`src/rtl/icu_pkg.sv`:
```
// icu_pkg: register map, field layout, reset values and modes of the input capture unit
// assumes a 32-bit APB slave with word-aligned registers
package icu_pkg;

  localparam int unsigned ICU_CHANNELS = 4;
  localparam int unsigned ICU_DEPTH    = 4;
  localparam int unsigned ICU_TW       = 16;

  // ----------------------------------------------------------------
  // register offsets (byte addresses)
  // ----------------------------------------------------------------
  localparam logic [11:0] ICU_CTRL0_OFS   = 12'h000;
  localparam logic [11:0] ICU_CTRL_STRIDE = 12'h004;
  localparam logic [11:0] ICU_DATA0_OFS   = 12'h010;
  localparam logic [11:0] ICU_STAT_OFS    = 12'h020;
  localparam logic [11:0] ICU_MASK_OFS    = 12'h024;
  localparam logic [11:0] ICU_FILL_OFS    = 12'h028;

  // ----------------------------------------------------------------
  // control register fields
  // ----------------------------------------------------------------
  localparam int unsigned ICU_MODE_LSB  = 0;
  localparam int unsigned ICU_TSEL_BIT  = 4;
  localparam int unsigned ICU_THR_LSB   = 5;
  localparam int unsigned ICU_WAKE_BIT  = 7;
  localparam int unsigned ICU_DMA_BIT   = 8;
  localparam logic [31:0] ICU_CTRL_RST  = 32'h0000_0000;
  localparam logic [31:0] ICU_MASK_RST  = 32'h0000_0000;

  // status layout: bits 3:0 threshold reached per channel, bits 7:4 overflow
  localparam int unsigned ICU_OVF_LSB = 4;

  typedef enum logic [2:0] {
    ICU_MODE_OFF  = 3'h0,
    ICU_MODE_FALL = 3'h1,
    ICU_MODE_RISE = 3'h2,
    ICU_MODE_BOTH = 3'h3,
    ICU_MODE_DIV4 = 3'h4,
    ICU_MODE_DIV16 = 3'h5
  } icu_mode_t;

  localparam logic [3:0] ICU_DIV4_LAST  = 4'h3;
  localparam logic [3:0] ICU_DIV16_LAST = 4'hF;

endpackage

```
`src/rtl/icu_fifo_if.sv`:
```
// icu_fifo_if: write and read strobes between a capture channel and its buffer
// assumes all users run on pclk
`timescale 1ns/100ps
`default_nettype none
interface icu_fifo_if #(parameter int unsigned TW = 16, parameter int unsigned DEPTH = 4);
  logic                       push;
  logic [TW-1:0]              wdata;
  logic                       pop;
  logic [TW-1:0]              rdata;
  logic [$clog2(DEPTH+1)-1:0] count;
  logic                       full;
  logic                       empty;
  modport producer (output push, output wdata, output pop,
                    input rdata, input count, input full, input empty);
  modport buffer   (input push, input wdata, input pop,
                    output rdata, output count, output full, output empty);
endinterface
`default_nettype wire

```
`src/rtl/icu_fifo.sv`:
```
// icu_fifo: small capture buffer, oldest word on rdata from a register
// a push while full is ignored here (the channel still gives it and flags overflow)
`timescale 1ns/100ps
`default_nettype none
module icu_fifo #(
  parameter int unsigned TW    = 16,
  parameter int unsigned DEPTH = 4
) (
  input  wire logic pclk,
  input  wire logic presetn,
  input  wire logic ce,
  icu_fifo_if.buffer f
);
  import icu_pkg::*;
  localparam int unsigned AW = $clog2(DEPTH);
  localparam int unsigned CW = $clog2(DEPTH+1);

  logic [TW-1:0] mem_q [DEPTH];
  logic [AW-1:0] wr_q;
  logic [AW-1:0] rd_q;
  logic [CW-1:0] cnt_q;
  logic [TW-1:0] rdata_q;
  logic          do_pop;
  logic [AW-1:0] rd_next;

  assign do_pop  = f.pop && (cnt_q != '0);
  assign rd_next = do_pop ? AW'(rd_q + 1'b1) : rd_q;

  always_ff @(posedge pclk) begin
    if (ce && f.push && cnt_q != CW'(DEPTH)) begin
      mem_q[wr_q] <= f.wdata;
    end
  end

  always_ff @(posedge pclk or negedge presetn) begin
    if (!presetn) begin
      wr_q  <= '0;
      rd_q  <= '0;
      cnt_q <= '0;
    end else if (ce) begin
      if (f.push && cnt_q != CW'(DEPTH)) begin
        wr_q <= AW'(wr_q + 1'b1);
      end
      rd_q <= rd_next;
      cnt_q <= CW'(cnt_q + CW'(f.push && cnt_q != CW'(DEPTH)) - CW'(do_pop));
    end
  end

  // read data registered: shows the oldest word, or the word being written into empty
  always_ff @(posedge pclk or negedge presetn) begin
    if (!presetn) begin
      rdata_q <= '0;
    end else if (ce) begin
      if (cnt_q == CW'(do_pop) && f.push) begin
        rdata_q <= f.wdata;
      end else begin
        rdata_q <= mem_q[rd_next];
      end
    end
  end

  assign f.rdata = rdata_q;
  assign f.count = cnt_q;
  assign f.full  = (cnt_q == CW'(DEPTH));
  assign f.empty = (cnt_q == '0);
endmodule
`default_nettype wire

```
`src/rtl/icu_channel.sv`:
```
// icu_channel: one capture channel: synchroniser, edge detect, prescaler, overflow
// assumes time bases are synchronous to pclk
`timescale 1ns/100ps
`default_nettype none
module icu_channel #(
  parameter int unsigned TW = 16
) (
  input  wire logic          pclk,
  input  wire logic          presetn,
  input  wire logic          ce,
  input  wire logic          pin,
  input  wire logic [2:0]    mode,
  input  wire logic          tsel,
  input  wire logic [TW-1:0] base_a,
  input  wire logic [TW-1:0] base_b,
  input  wire logic          ovf_clr,
  output logic               capture,
  output logic               pin_edge,
  output logic               ovf,
  icu_fifo_if.producer       f
);
  import icu_pkg::*;

  logic       s1_q;
  logic       s2_q;
  logic       s3_q;
  logic [3:0] pre_q;
  logic       ovf_q;
  logic       rise;
  logic       fall;
  logic       hit;
  logic [TW-1:0] stamp;

  // ----------------------------------------------------------------
  // synchroniser: s1 feeds only s2
  // ----------------------------------------------------------------
  always_ff @(posedge pclk or negedge presetn) begin
    if (!presetn) begin
      s1_q <= 1'b0;
      s2_q <= 1'b0;
      s3_q <= 1'b0;
    end else if (ce) begin
      s1_q <= pin;
      s2_q <= s1_q;
      s3_q <= s2_q;
    end
  end

  assign rise = s2_q && !s3_q;
  assign fall = !s2_q && s3_q;

  // prescaler counts rising edges only in the divided modes
  always_ff @(posedge pclk or negedge presetn) begin
    if (!presetn) begin
      pre_q <= '0;
    end else if (ce) begin
      if (mode != ICU_MODE_DIV4 && mode != ICU_MODE_DIV16) begin
        pre_q <= '0;
      end else if (rise) begin
        pre_q <= hit ? 4'h0 : 4'(pre_q + 4'h1);
      end
    end
  end

  always_comb begin
    unique case (mode)
      ICU_MODE_FALL:  hit = fall;
      ICU_MODE_RISE:  hit = rise;
      ICU_MODE_BOTH:  hit = rise || fall;
      ICU_MODE_DIV4:  hit = rise && pre_q == ICU_DIV4_LAST;
      ICU_MODE_DIV16: hit = rise && pre_q == ICU_DIV16_LAST;
      default:        hit = 1'b0;
    endcase
  end

  assign stamp   = tsel ? base_b : base_a;
  assign f.push  = ce && hit;
  assign f.wdata = stamp;
  assign capture = hit;
  assign pin_edge = rise || fall;

  // overflow: set wins over clear; cleared when software reads the buffer
  always_ff @(posedge pclk or negedge presetn) begin
    if (!presetn) begin
      ovf_q <= 1'b0;
    end else if (ce) begin
      if (hit && f.full) begin
        ovf_q <= 1'b1;
      end else if (ovf_clr) begin
        ovf_q <= 1'b0;
      end
    end
  end
  assign ovf = ovf_q;
endmodule
`default_nettype wire

```
`src/rtl/icu_top.sv`:
```
// icu_top: four-channel input capture unit with APB registers
// Operation
// - a qualifying pin event stores the selected 16-bit timer count
// - falling mode captures on every high-to-low pin transition
// - rising mode captures on every low-to-high pin transition
// - both-edges mode captures on every pin transition
// - divide-by-four mode captures on every fourth rising edge
// - divide-by-sixteen mode captures on every sixteenth rising edge
// - each channel picks time base a or b as its timestamp
// - four independent channels, each with pin, mode, base and buffer
// - each channel buffers captures in a four-deep FIFO
// - a capture can raise an interrupt request
// - interrupt asserts at a fill level of one to four entries
// - a capture event can wake the processor from sleep or idle
// - only channels zero and one may request DMA
// - pin events can serve as a plain external interrupt source
// assumes pclk 100 MHz, timers and pins synchronous to pclk, APB master
//
// Chosen here: the address map and the APB interface to the registers.
`timescale 1ns/100ps
`default_nettype none
module icu_top #(
  parameter int unsigned NCH = icu_pkg::ICU_CHANNELS,
  parameter int unsigned TW  = icu_pkg::ICU_TW
) (
  input  wire logic          pclk,
  input  wire logic          presetn,
  input  wire logic          clk_en,
  input  wire logic          psel,
  input  wire logic          penable,
  input  wire logic          pwrite,
  input  wire logic [11:0]   paddr,
  input  wire logic [31:0]   pwdata,
  input  wire logic [3:0]    pstrb,
  output logic               pready,
  output logic [31:0]        prdata,
  output logic               pslverr,
  input  wire logic [NCH-1:0] capture_input_pin,
  input  wire logic [TW-1:0] time_base_a,
  input  wire logic [TW-1:0] time_base_b,
  input  wire logic          cpu_low_power,
  output logic               irq,
  output logic               wake_req,
  output logic [1:0]         dma_req,
  output logic [NCH-1:0]     ext_event
);
  import icu_pkg::*;

  localparam int unsigned CW = $clog2(ICU_DEPTH+1);

  logic [31:0]    ctrl_q [NCH];
  logic [2*NCH-1:0] stat_q;
  logic [2*NCH-1:0] mask_q;
  logic           pready_q;
  logic [31:0]    prdata_q;
  logic           pslverr_q;
  logic           irq_q;
  logic           wake_q;
  logic [1:0]     dma_q;
  logic [NCH-1:0] ext_q;

  logic           wr_en;
  logic           rd_en;
  logic [NCH-1:0] cap;
  logic [NCH-1:0] edg;
  logic [NCH-1:0] ovf;
  logic [NCH-1:0] pop;
  logic [NCH-1:0] thr_hit;
  logic [CW-1:0]  cnt [NCH];
  logic [TW-1:0]  rdat [NCH];
  logic [31:0]    rd_mux;
  logic           hit_map;

  // ----------------------------------------------------------------
  // APB access: access phase with one wait state, answer registered
  // ----------------------------------------------------------------
  // pready is asserted in the second access cycle, so the request completes one wait state after penable rises
  assign wr_en = clk_en && psel && penable && pwrite && !pready_q;
  assign rd_en = clk_en && psel && penable && !pwrite && !pready_q;

  always_ff @(posedge pclk or negedge presetn) begin
    if (!presetn) begin
      pready_q <= 1'b0;
    end else if (clk_en) begin
      pready_q <= psel && penable && !pready_q;
    end
  end

  // ----------------------------------------------------------------
  // channels and buffers
  // ----------------------------------------------------------------
  genvar g;
  generate
    for (g = 0; g < NCH; g++) begin : gen_ch
      icu_fifo_if #(.TW(TW), .DEPTH(ICU_DEPTH)) fif ();
      logic [1:0] thr;

      icu_channel #(.TW(TW)) u_ch (
        .pclk     (pclk),
        .presetn  (presetn),
        .ce       (clk_en),
        .pin      (capture_input_pin[g]),
        .mode     (ctrl_q[g][ICU_MODE_LSB +: 3]),
        .tsel     (ctrl_q[g][ICU_TSEL_BIT]),
        .base_a   (time_base_a),
        .base_b   (time_base_b),
        .ovf_clr  (pop[g]),
        .capture  (cap[g]),
        .pin_edge (edg[g]),
        .ovf      (ovf[g]),
        .f        (fif.producer)
      );

      icu_fifo #(.TW(TW), .DEPTH(ICU_DEPTH)) u_fifo (
        .pclk    (pclk),
        .presetn (presetn),
        .ce      (clk_en),
        .f       (fif.buffer)
      );

      assign fif.pop = pop[g];
      assign cnt[g]  = fif.count;
      assign rdat[g] = fif.rdata;
      assign thr     = ctrl_q[g][ICU_THR_LSB +: 2];
      // code n: status sets on a capture that leaves n+1 or more entries filled
      assign thr_hit[g] = cnt[g] >= CW'({1'b0, thr});
      assign pop[g] = rd_en && paddr == 12'(ICU_DATA0_OFS + 12'(g) * ICU_CTRL_STRIDE);
    end
  endgenerate

  // ----------------------------------------------------------------
  // control registers with byte strobes
  // ----------------------------------------------------------------
  always_ff @(posedge pclk or negedge presetn) begin
    if (!presetn) begin
      for (int i = 0; i < NCH; i++) begin
        ctrl_q[i] <= ICU_CTRL_RST;
      end
      mask_q <= ICU_MASK_RST[2*NCH-1:0];
    end else if (wr_en) begin
      for (int i = 0; i < NCH; i++) begin
        if (paddr == 12'(ICU_CTRL0_OFS + 12'(i) * ICU_CTRL_STRIDE)) begin
          for (int b = 0; b < 4; b++) begin
            if (pstrb[b]) begin
              ctrl_q[i][8*b +: 8] <= pwdata[8*b +: 8];
            end
          end
        end
      end
      if (paddr == ICU_MASK_OFS && pstrb[0]) begin
        mask_q <= pwdata[2*NCH-1:0];
      end
    end
  end

  // ----------------------------------------------------------------
  // sticky status: threshold reached and overflow, write one to clear
  // ----------------------------------------------------------------
  always_ff @(posedge pclk or negedge presetn) begin
    if (!presetn) begin
      stat_q <= '0;
    end else if (clk_en) begin
      for (int i = 0; i < NCH; i++) begin
        // set wins over a clear in the same cycle
        if (thr_hit[i] && cap[i]) begin
          stat_q[i] <= 1'b1;
        end else if (wr_en && paddr == ICU_STAT_OFS && pstrb[0] && pwdata[i]) begin
          stat_q[i] <= 1'b0;
        end
        if (ovf[i]) begin
          stat_q[ICU_OVF_LSB+i] <= 1'b1;
        end else if (wr_en && paddr == ICU_STAT_OFS && pstrb[0]
                     && pwdata[ICU_OVF_LSB+i]) begin
          stat_q[ICU_OVF_LSB+i] <= 1'b0;
        end
      end
    end
  end

  // ----------------------------------------------------------------
  // outputs: interrupt, wake, dma and raw event strobes, all registered
  // ----------------------------------------------------------------
  // level interrupt, one cycle behind the status it reflects
  always_ff @(posedge pclk or negedge presetn) begin
    if (!presetn) begin
      irq_q <= 1'b0;
    end else if (clk_en) begin
      irq_q <= |(stat_q & mask_q);
    end
  end

  // pin edges work as plain interrupt sources even with mode off
  always_ff @(posedge pclk or negedge presetn) begin
    if (!presetn) begin
      ext_q <= '0;
    end else if (clk_en) begin
      ext_q <= edg;
    end
  end

  // wake is a one-cycle pulse: the power controller has to latch it
  always_ff @(posedge pclk or negedge presetn) begin
    if (!presetn) begin
      wake_q <= 1'b0;
    end else if (clk_en) begin
      wake_q <= 1'b0;
      for (int i = 0; i < NCH; i++) begin
        if (cpu_low_power && ctrl_q[i][ICU_WAKE_BIT] && (cap[i] || edg[i])) begin
          wake_q <= 1'b1;
        end
      end
    end
  end

  // the dma bit of channels two and up is stored but never honoured
  always_ff @(posedge pclk or negedge presetn) begin
    if (!presetn) begin
      dma_q <= '0;
    end else if (clk_en) begin
      // software keeps threshold at one entry for dma use
      for (int i = 0; i < 2; i++) begin
        dma_q[i] <= (i < NCH) && cap[i] && ctrl_q[i][ICU_DMA_BIT];
      end
    end
  end

  // ----------------------------------------------------------------
  // read mux
  // ----------------------------------------------------------------
  always_comb begin
    rd_mux  = 32'h0000_0000;
    hit_map = 1'b0;
    for (int i = 0; i < NCH; i++) begin
      if (paddr == 12'(ICU_CTRL0_OFS + 12'(i) * ICU_CTRL_STRIDE)) begin
        rd_mux  = ctrl_q[i];
        hit_map = 1'b1;
      end
      if (paddr == 12'(ICU_DATA0_OFS + 12'(i) * ICU_CTRL_STRIDE)) begin
        rd_mux  = {{(32-TW){1'b0}}, rdat[i]};
        hit_map = 1'b1;
      end
      if (paddr == ICU_FILL_OFS) begin
        rd_mux[8*i +: 8] = {{(8-CW){1'b0}}, cnt[i]};
        hit_map = 1'b1;
      end
    end
    if (paddr == ICU_STAT_OFS) begin
      rd_mux  = {{(32-2*NCH){1'b0}}, stat_q};
      hit_map = 1'b1;
    end
    if (paddr == ICU_MASK_OFS) begin
      rd_mux  = {{(32-2*NCH){1'b0}}, mask_q};
      hit_map = 1'b1;
    end
  end

  always_ff @(posedge pclk or negedge presetn) begin
    if (!presetn) begin
      prdata_q  <= '0;
      pslverr_q <= 1'b0;
    end else if (clk_en) begin
      prdata_q  <= (psel && penable && !pwrite && !pready_q) ? rd_mux : 32'h0000_0000;
      pslverr_q <= psel && penable && !pready_q && !hit_map;
    end
  end

  assign pready    = pready_q;
  assign prdata    = prdata_q;
  assign pslverr   = pslverr_q;
  assign irq       = irq_q;
  assign wake_req  = wake_q;
  assign dma_req   = dma_q;
  assign ext_event = ext_q;
endmodule
`default_nettype wire

```
`config.mk`:
```
export PLATFORM = sky130hd
export DESIGN_NAME = icu_top
export DESIGN_NICKNAME = d
export VERILOG_FILES = /design/src/rtl/icu_pkg.sv /design/src/rtl/icu_fifo_if.sv /design/src/rtl/icu_fifo.sv /design/src/rtl/icu_channel.sv /design/src/rtl/icu_top.sv
export SDC_FILE = /design/constraint.sdc
export NUM_CORES = 1
export LEC_CHECK = 0
export BUFFER_PORTS_ARGS = -buffer_cell sky130_fd_sc_hd__buf_2
export CORE_MARGIN = 4
export CORE_UTILIZATION = 30
export CTS_CLUSTER_DIAMETER = 150
export DETAILED_ROUTE_END_ITERATION = 7
export PLACE_DENSITY = 0.44
export SLEW_MARGIN = 40
export SYNTH_ARGS = -nofsm -noshare
export SYNTH_HDL_FRONTEND = slang
export SYNTH_SLANG_ARGS = --single-unit
```
`constraint.sdc`:
```
create_clock -name pclk -period 4.06 [get_ports pclk]
set_input_delay 0.406 -clock pclk [delete_from_list [all_inputs] [get_ports pclk]]
set_output_delay 0.406 -clock pclk [all_outputs]
set_load 0.01 [all_outputs]
```
==> metrics.txt <==
# TYPE chip_impl_metric gauge
chip_impl_metric{name="place.detailed.hpwl",unit="um"} 72990
chip_impl_metric{name="finalCoreUtilization",unit="%"} 35.08
chip_impl_metric{name="routed-via-count",unit=""} 21550
chip_impl_metric{name="global_route.usage.total",unit="%"} 20.73
chip_impl_metric{name="final.setup.tns",unit="ns"} 0
chip_impl_metric{name="number_of_drc_violations_after_detailed_routing",unit=""} 0
chip_impl_metric{name="detailedRoute.firstIterationViolations",unit=""} 2137
chip_impl_info{name="criticalPathCategory",value="input pin to register"} 1
chip_impl_metric{name="place.detailed.instances",unit=""} 3717
chip_impl_metric{name="postSynthCellCount",unit=""} 2418
chip_impl_info{name="worst_hold_path_type",value="input pin to register"} 1
chip_impl_metric{name="fp.dieW",unit="um"} 314.2
chip_impl_metric{name="fin_cells",unit=""} 3852
chip_impl_metric{name="number_of_antenna_violations_at_the_first_check_in_global_routing",unit=""} 8
chip_impl_metric{name="vdd_drop_max",unit="uV"} 221.5
chip_impl_metric{name="drt_pass1_iterations",unit=""} 5
chip_impl_metric{name="numCtsBuffers",unit=""} 69
chip_impl_info{name="status",value="finished, final reports clean"} 1
chip_impl_metric{name="io-pin-count",unit=""} 133
chip_impl_info{name="cts_tree",value="built"} 1
chip_impl_metric{name="wire_per_inst",unit="um"} 27.15
chip_impl_metric{name="drv.max_cap_violation_count",unit=""} 0
chip_impl_metric{name="finalWorstPathRequiredPeriod",unit="ns"} 3.398
chip_impl_metric{name="finalCritPeriodShare",unit="%"} 83.69
chip_impl_metric{name="finalSetupViolations",unit=""} 0
chip_impl_metric{name="cellLeakagePower",unit="nW"} 12.97
chip_impl_metric{name="placement_rows",unit=""} 112
chip_impl_metric{name="globalplace.congestion",unit=""} 0.9157
chip_impl_info{name="mostFrequentLayoutCells",value="sky130_fd_sc_hd__dfrtp_1 (306), sky130_fd_sc_hd__edfxtp_1 (256), sky130_fd_sc_hd__nand2_1 (217)"} 1
chip_impl_metric{name="floorplan.die.height",unit="um"} 314.2
chip_impl_metric{name="synth-edff-count",unit=""} 256
chip_impl_info{name="synth_ff_type",value="sky130_fd_sc_hd__dfrtp_1"} 1
chip_impl_metric{name="power_per_cell_area",unit="nW/um2"} 406.7
chip_impl_metric{name="cts_post_setup_buffers_inserted",unit=""} 0
chip_impl_metric{name="tightestPinTransition",unit="ns"} 0.8105
chip_impl_info{name="ctsRootBufferMaster",value="sky130_fd_sc_hd__clkbuf_16"} 1
chip_impl_metric{name="floorplan.core_area",unit="um2"} 93190
chip_impl_metric{name="postSynthNetCount",unit=""} 2557
chip_impl_metric{name="synthesis.area_per_instance",unit="um2"} 11.63
chip_impl_metric{name="yosys_warn_count",unit=""} 0
chip_impl_metric{name="crit_arrival",unit="ns"} 3.88
chip_impl_metric{name="path_max_fanout",unit=""} 18
chip_impl_metric{name="final_design_area_no_fill",unit="um2"} 32700
chip_impl_metric{name="grt_start_max_net_pins",unit=""} 147
chip_impl_metric{name="yosysSeqAreaShare",unit="%"} 54.91
chip_impl_metric{name="clock_latency",unit="ns"} 0.62
chip_impl_metric{name="report.final.slew_viol_count",unit=""} 0
chip_impl_metric{name="fraction_of_final_layout_cells_sized_beyond_drive_strength_1",unit="%"} 22.40
chip_impl_metric{name="grt_pass1_vias",unit=""} 21260
chip_impl_metric{name="vias_per_cell",unit=""} 5.593
chip_impl_metric{name="start_util",unit="%"} 30.18
chip_impl_metric{name="cts_num_sinks",unit=""} 566
chip_impl_metric{name="area_growth",unit="%"} 16.25
chip_impl_metric{name="max-clock-path-buffers",unit=""} 3
chip_impl_info{name="crit_path_end_kind",value="register"} 1
chip_impl_metric{name="grt_pass1_wl",unit="um"} 152100
chip_impl_metric{name="skew",unit="ns"} 0.02582
chip_impl_metric{name="critical_path_required",unit="ns"} 4.55
chip_impl_metric{name="synth_seq_cells",unit=""} 566
chip_impl_metric{name="place_area",unit="um2"} 30390
chip_impl_metric{name="hold_violations",unit=""} 0
chip_impl_metric{name="cts_max_level",unit=""} 3
chip_impl_metric{name="fmax",unit="MHz"} 294.3
chip_impl_metric{name="finish.net_count",unit=""} 2677
chip_impl_info{name="setup.worst_path.start_class",value="input pin"} 1
chip_impl_metric{name="design_power",unit="mW"} 13.30
chip_impl_info{name="grt_setup_unrepaired",value="no"} 1
chip_impl_metric{name="globalRouteOverflowTotal",unit=""} 0
chip_impl_metric{name="io_buffers",unit=""} 132
chip_impl_metric{name="clk_pin_slew_worst_paths",unit="ns"} 0.06
chip_impl_metric{name="postRouteWirelength",unit="um"} 104600
chip_impl_metric{name="dieArea",unit="um2"} 98720
chip_impl_metric{name="asyncSetResetFlopFracSynth",unit="%"} 54.77
chip_impl_info{name="final_common_cell",value="sky130_fd_sc_hd__dfrtp_1"} 1
chip_impl_metric{name="synthDistinctLibCells",unit=""} 81
chip_impl_metric{name="worst_max_slew_margin_expressed_relative_to_the_limit",unit="%"} 45.97
chip_impl_metric{name="number_of_routed_nets_with_antenna_violations",unit=""} 0
chip_impl_metric{name="mappedNetlistArea",unit="um2"} 28130
==> worst max-delay path, cell delays in order <==
cell and delay, ns:
sky130_fd_sc_hd__buf_2 0.14, sky130_fd_sc_hd__or4b_1 0.57, sky130_fd_sc_hd__nor2_1 0.16, sky130_fd_sc_hd__nand3_1 0.21, sky130_fd_sc_hd__nor3_1 0.26, sky130_fd_sc_hd__ha_1 0.17, sky130_fd_sc_hd__inv_1 0.06, sky130_fd_sc_hd__or3_1 0.30
sky130_fd_sc_hd__o221a_2 0.48, sky130_fd_sc_hd__nand2_1 0.62, sky130_fd_sc_hd__o221ai_1 0.24, sky130_fd_sc_hd__a211o_1 0.26
==> state kept, by name, indices dropped and copies added (netlist names) <==
name and count:
ctrl_q 128, dma_req 2, ext_event 4, gen_ch.u_ch.ovf 4
gen_ch.u_ch.pre_q 16, gen_ch.u_ch.s1_q 4, gen_ch.u_ch.s2_q 4, gen_ch.u_ch.s3_q 4
gen_ch.u_fifo.f.count 12, gen_ch.u_fifo.f.rdata 64, gen_ch.u_fifo.mem_q 256, gen_ch.u_fifo.rd_q 8
gen_ch.u_fifo.wr_q 8, irq 1, mask_q 8, prdata 32
pready 1, pslverr 1, stat_q 8, wake_req 1
==> cell families after synthesis <==
kind of cell               count (synthesis)  synth area share, %
and+or+nand+nor                          586                10.82
DFF                                      566                54.91
AOI/OAI and AO/OA                        662                16.25
muxes                                    306                11.76
buffers and inverters                    230                3.328
xor gates and xnor gates                  20               0.6895
adders and majority gates                 48                2.242
==> final timing paths <==
| path | from | endpoint | slack, ns | cells after the start |
|---|---|---|---|---|
| worst min-delay path | capture_input_pin[2] | gen_ch[2].u_ch.s1_q | 0.03 | 2 |
| worst min register to register | gen_ch[2].u_ch.s1_q | gen_ch[2].u_ch.s2_q | 0.49 | 2 |
| worst max-delay path | paddr[5] | gen_ch[3].u_fifo.f.rdata[1] | 0.66 | 12 |
| min in group asynchronous | presetn | gen_ch[1].u_fifo.rd_q[1] | 0.30 | 2 |
| worst max register to register | pready | gen_ch[0].u_fifo.f.rdata[4] | 0.69 | 7 |
| max in group asynchronous | presetn | ctrl_q[72] | 2.51 | 4 |
==> cell usage after synthesis, types with 7 or more instances <==
cell,instances,area [um2]
sky130_fd_sc_hd__o21ai_0,158,790.8
sky130_fd_sc_hd__xnor2_1,15,131.4
sky130_fd_sc_hd__and2_1,22,137.6
sky130_fd_sc_hd__a21o_1,10,75.07
sky130_fd_sc_hd__nand3_1,53,265.3
sky130_fd_sc_hd__nand3b_1,21,157.7
sky130_fd_sc_hd__a211o_1,18,157.7
sky130_fd_sc_hd__inv_1,59,221.5
sky130_fd_sc_hd__clkbuf_1,127,476.7
sky130_fd_sc_hd__nand2b_1,17,106.4
sky130_fd_sc_hd__edfxtp_1,256,7687
sky130_fd_sc_hd__a221oi_1,13,113.9
sky130_fd_sc_hd__nor3_1,39,195.2
sky130_fd_sc_hd__a32o_1,16,160.2
sky130_fd_sc_hd__mux2_2,195,2196
sky130_fd_sc_hd__nand4_1,67,419.2
sky130_fd_sc_hd__o31ai_1,24,180.2
sky130_fd_sc_hd__a222oi_1,7,70.07
sky130_fd_sc_hd__and3_1,7,43.79
sky130_fd_sc_hd__a22o_1,31,271.5
sky130_fd_sc_hd__buf_1,8,30.03
sky130_fd_sc_hd__nor2_1,57,214.0
sky130_fd_sc_hd__o221ai_1,15,131.4
sky130_fd_sc_hd__a211oi_1,7,52.55
sky130_fd_sc_hd__a31oi_1,12,75.07
sky130_fd_sc_hd__buf_2,27,135.1
sky130_fd_sc_hd__mux2i_1,111,1111
sky130_fd_sc_hd__nor2_2,19,118.9
sky130_fd_sc_hd__o22ai_1,29,181.4
sky130_fd_sc_hd__ha_1,44,550.5
sky130_fd_sc_hd__a22oi_1,87,653.1
sky130_fd_sc_hd__nand4b_1,18,157.7
sky130_fd_sc_hd__o21a_1,8,60.06
sky130_fd_sc_hd__a32oi_1,15,131.4
sky130_fd_sc_hd__dfrtp_1,310,7757
sky130_fd_sc_hd__nand2_1,217,814.5
sky130_fd_sc_hd__a21oi_1,88,440.4
sky130_fd_sc_hd__o211ai_1,41,307.8
sky130_fd_sc_hd__nor2b_1,10,62.56
sky130_fd_sc_hd__o2bb2ai_1,44,385.4
==> repair_timing <==
| item | in CTS | in global routing |
|---|---|---|
| resized for setup | 0 | 0 |
| setup endpoints to repair | 0 | 0 |
| hold buffers | 2 | 0 |
| endpoints found under the hold margin | 39 | 0 |
==> per-stage QoR <==
stage	setup slack, ns	hold slack, ns
final	0.6623	0.02943
after global routing	0.4202	0.006732
after CTS	0.6928	0.001192
after detailed placement	0.05218	0.3297
after global placement	0.08213	0.3333
after floorplan	0.3190	0.1104
==> cell type report <==
| class | count | area (um2) |
|---|---|---|
| fillers | 9127 | 60490 |
| well taps | 1254 | 1569 |
| flip-flops and latches | 566 | 15450 |
| inverters | 61 | 231.5 |
| clock buffers | 96 | 1929 |
| repair buffers | 218 | 1409 |
| multi-input cells | 1622 | 11810 |
| diodes | 4 | 10.01 |
| clock inverters | 31 | 284.0 |
==> routing by layer <==
layer	part of all wire (%)	track usage (%)
met1	46	29.99
met2	45	32.37
met3	7.1	3.746
met4	2.2	4.695
met5	0	0
==> power breakdown <==
part	total, mW	leakage [nW]	internal, mW	switching [mW]
Clock	6.08	1.09	3.49	2.59
Combinational	0.912	5.49	0.291	0.621
Sequential	6.31	6.40	6.12	0.183
No activity file was read; power rests on OpenSTA's default activity.
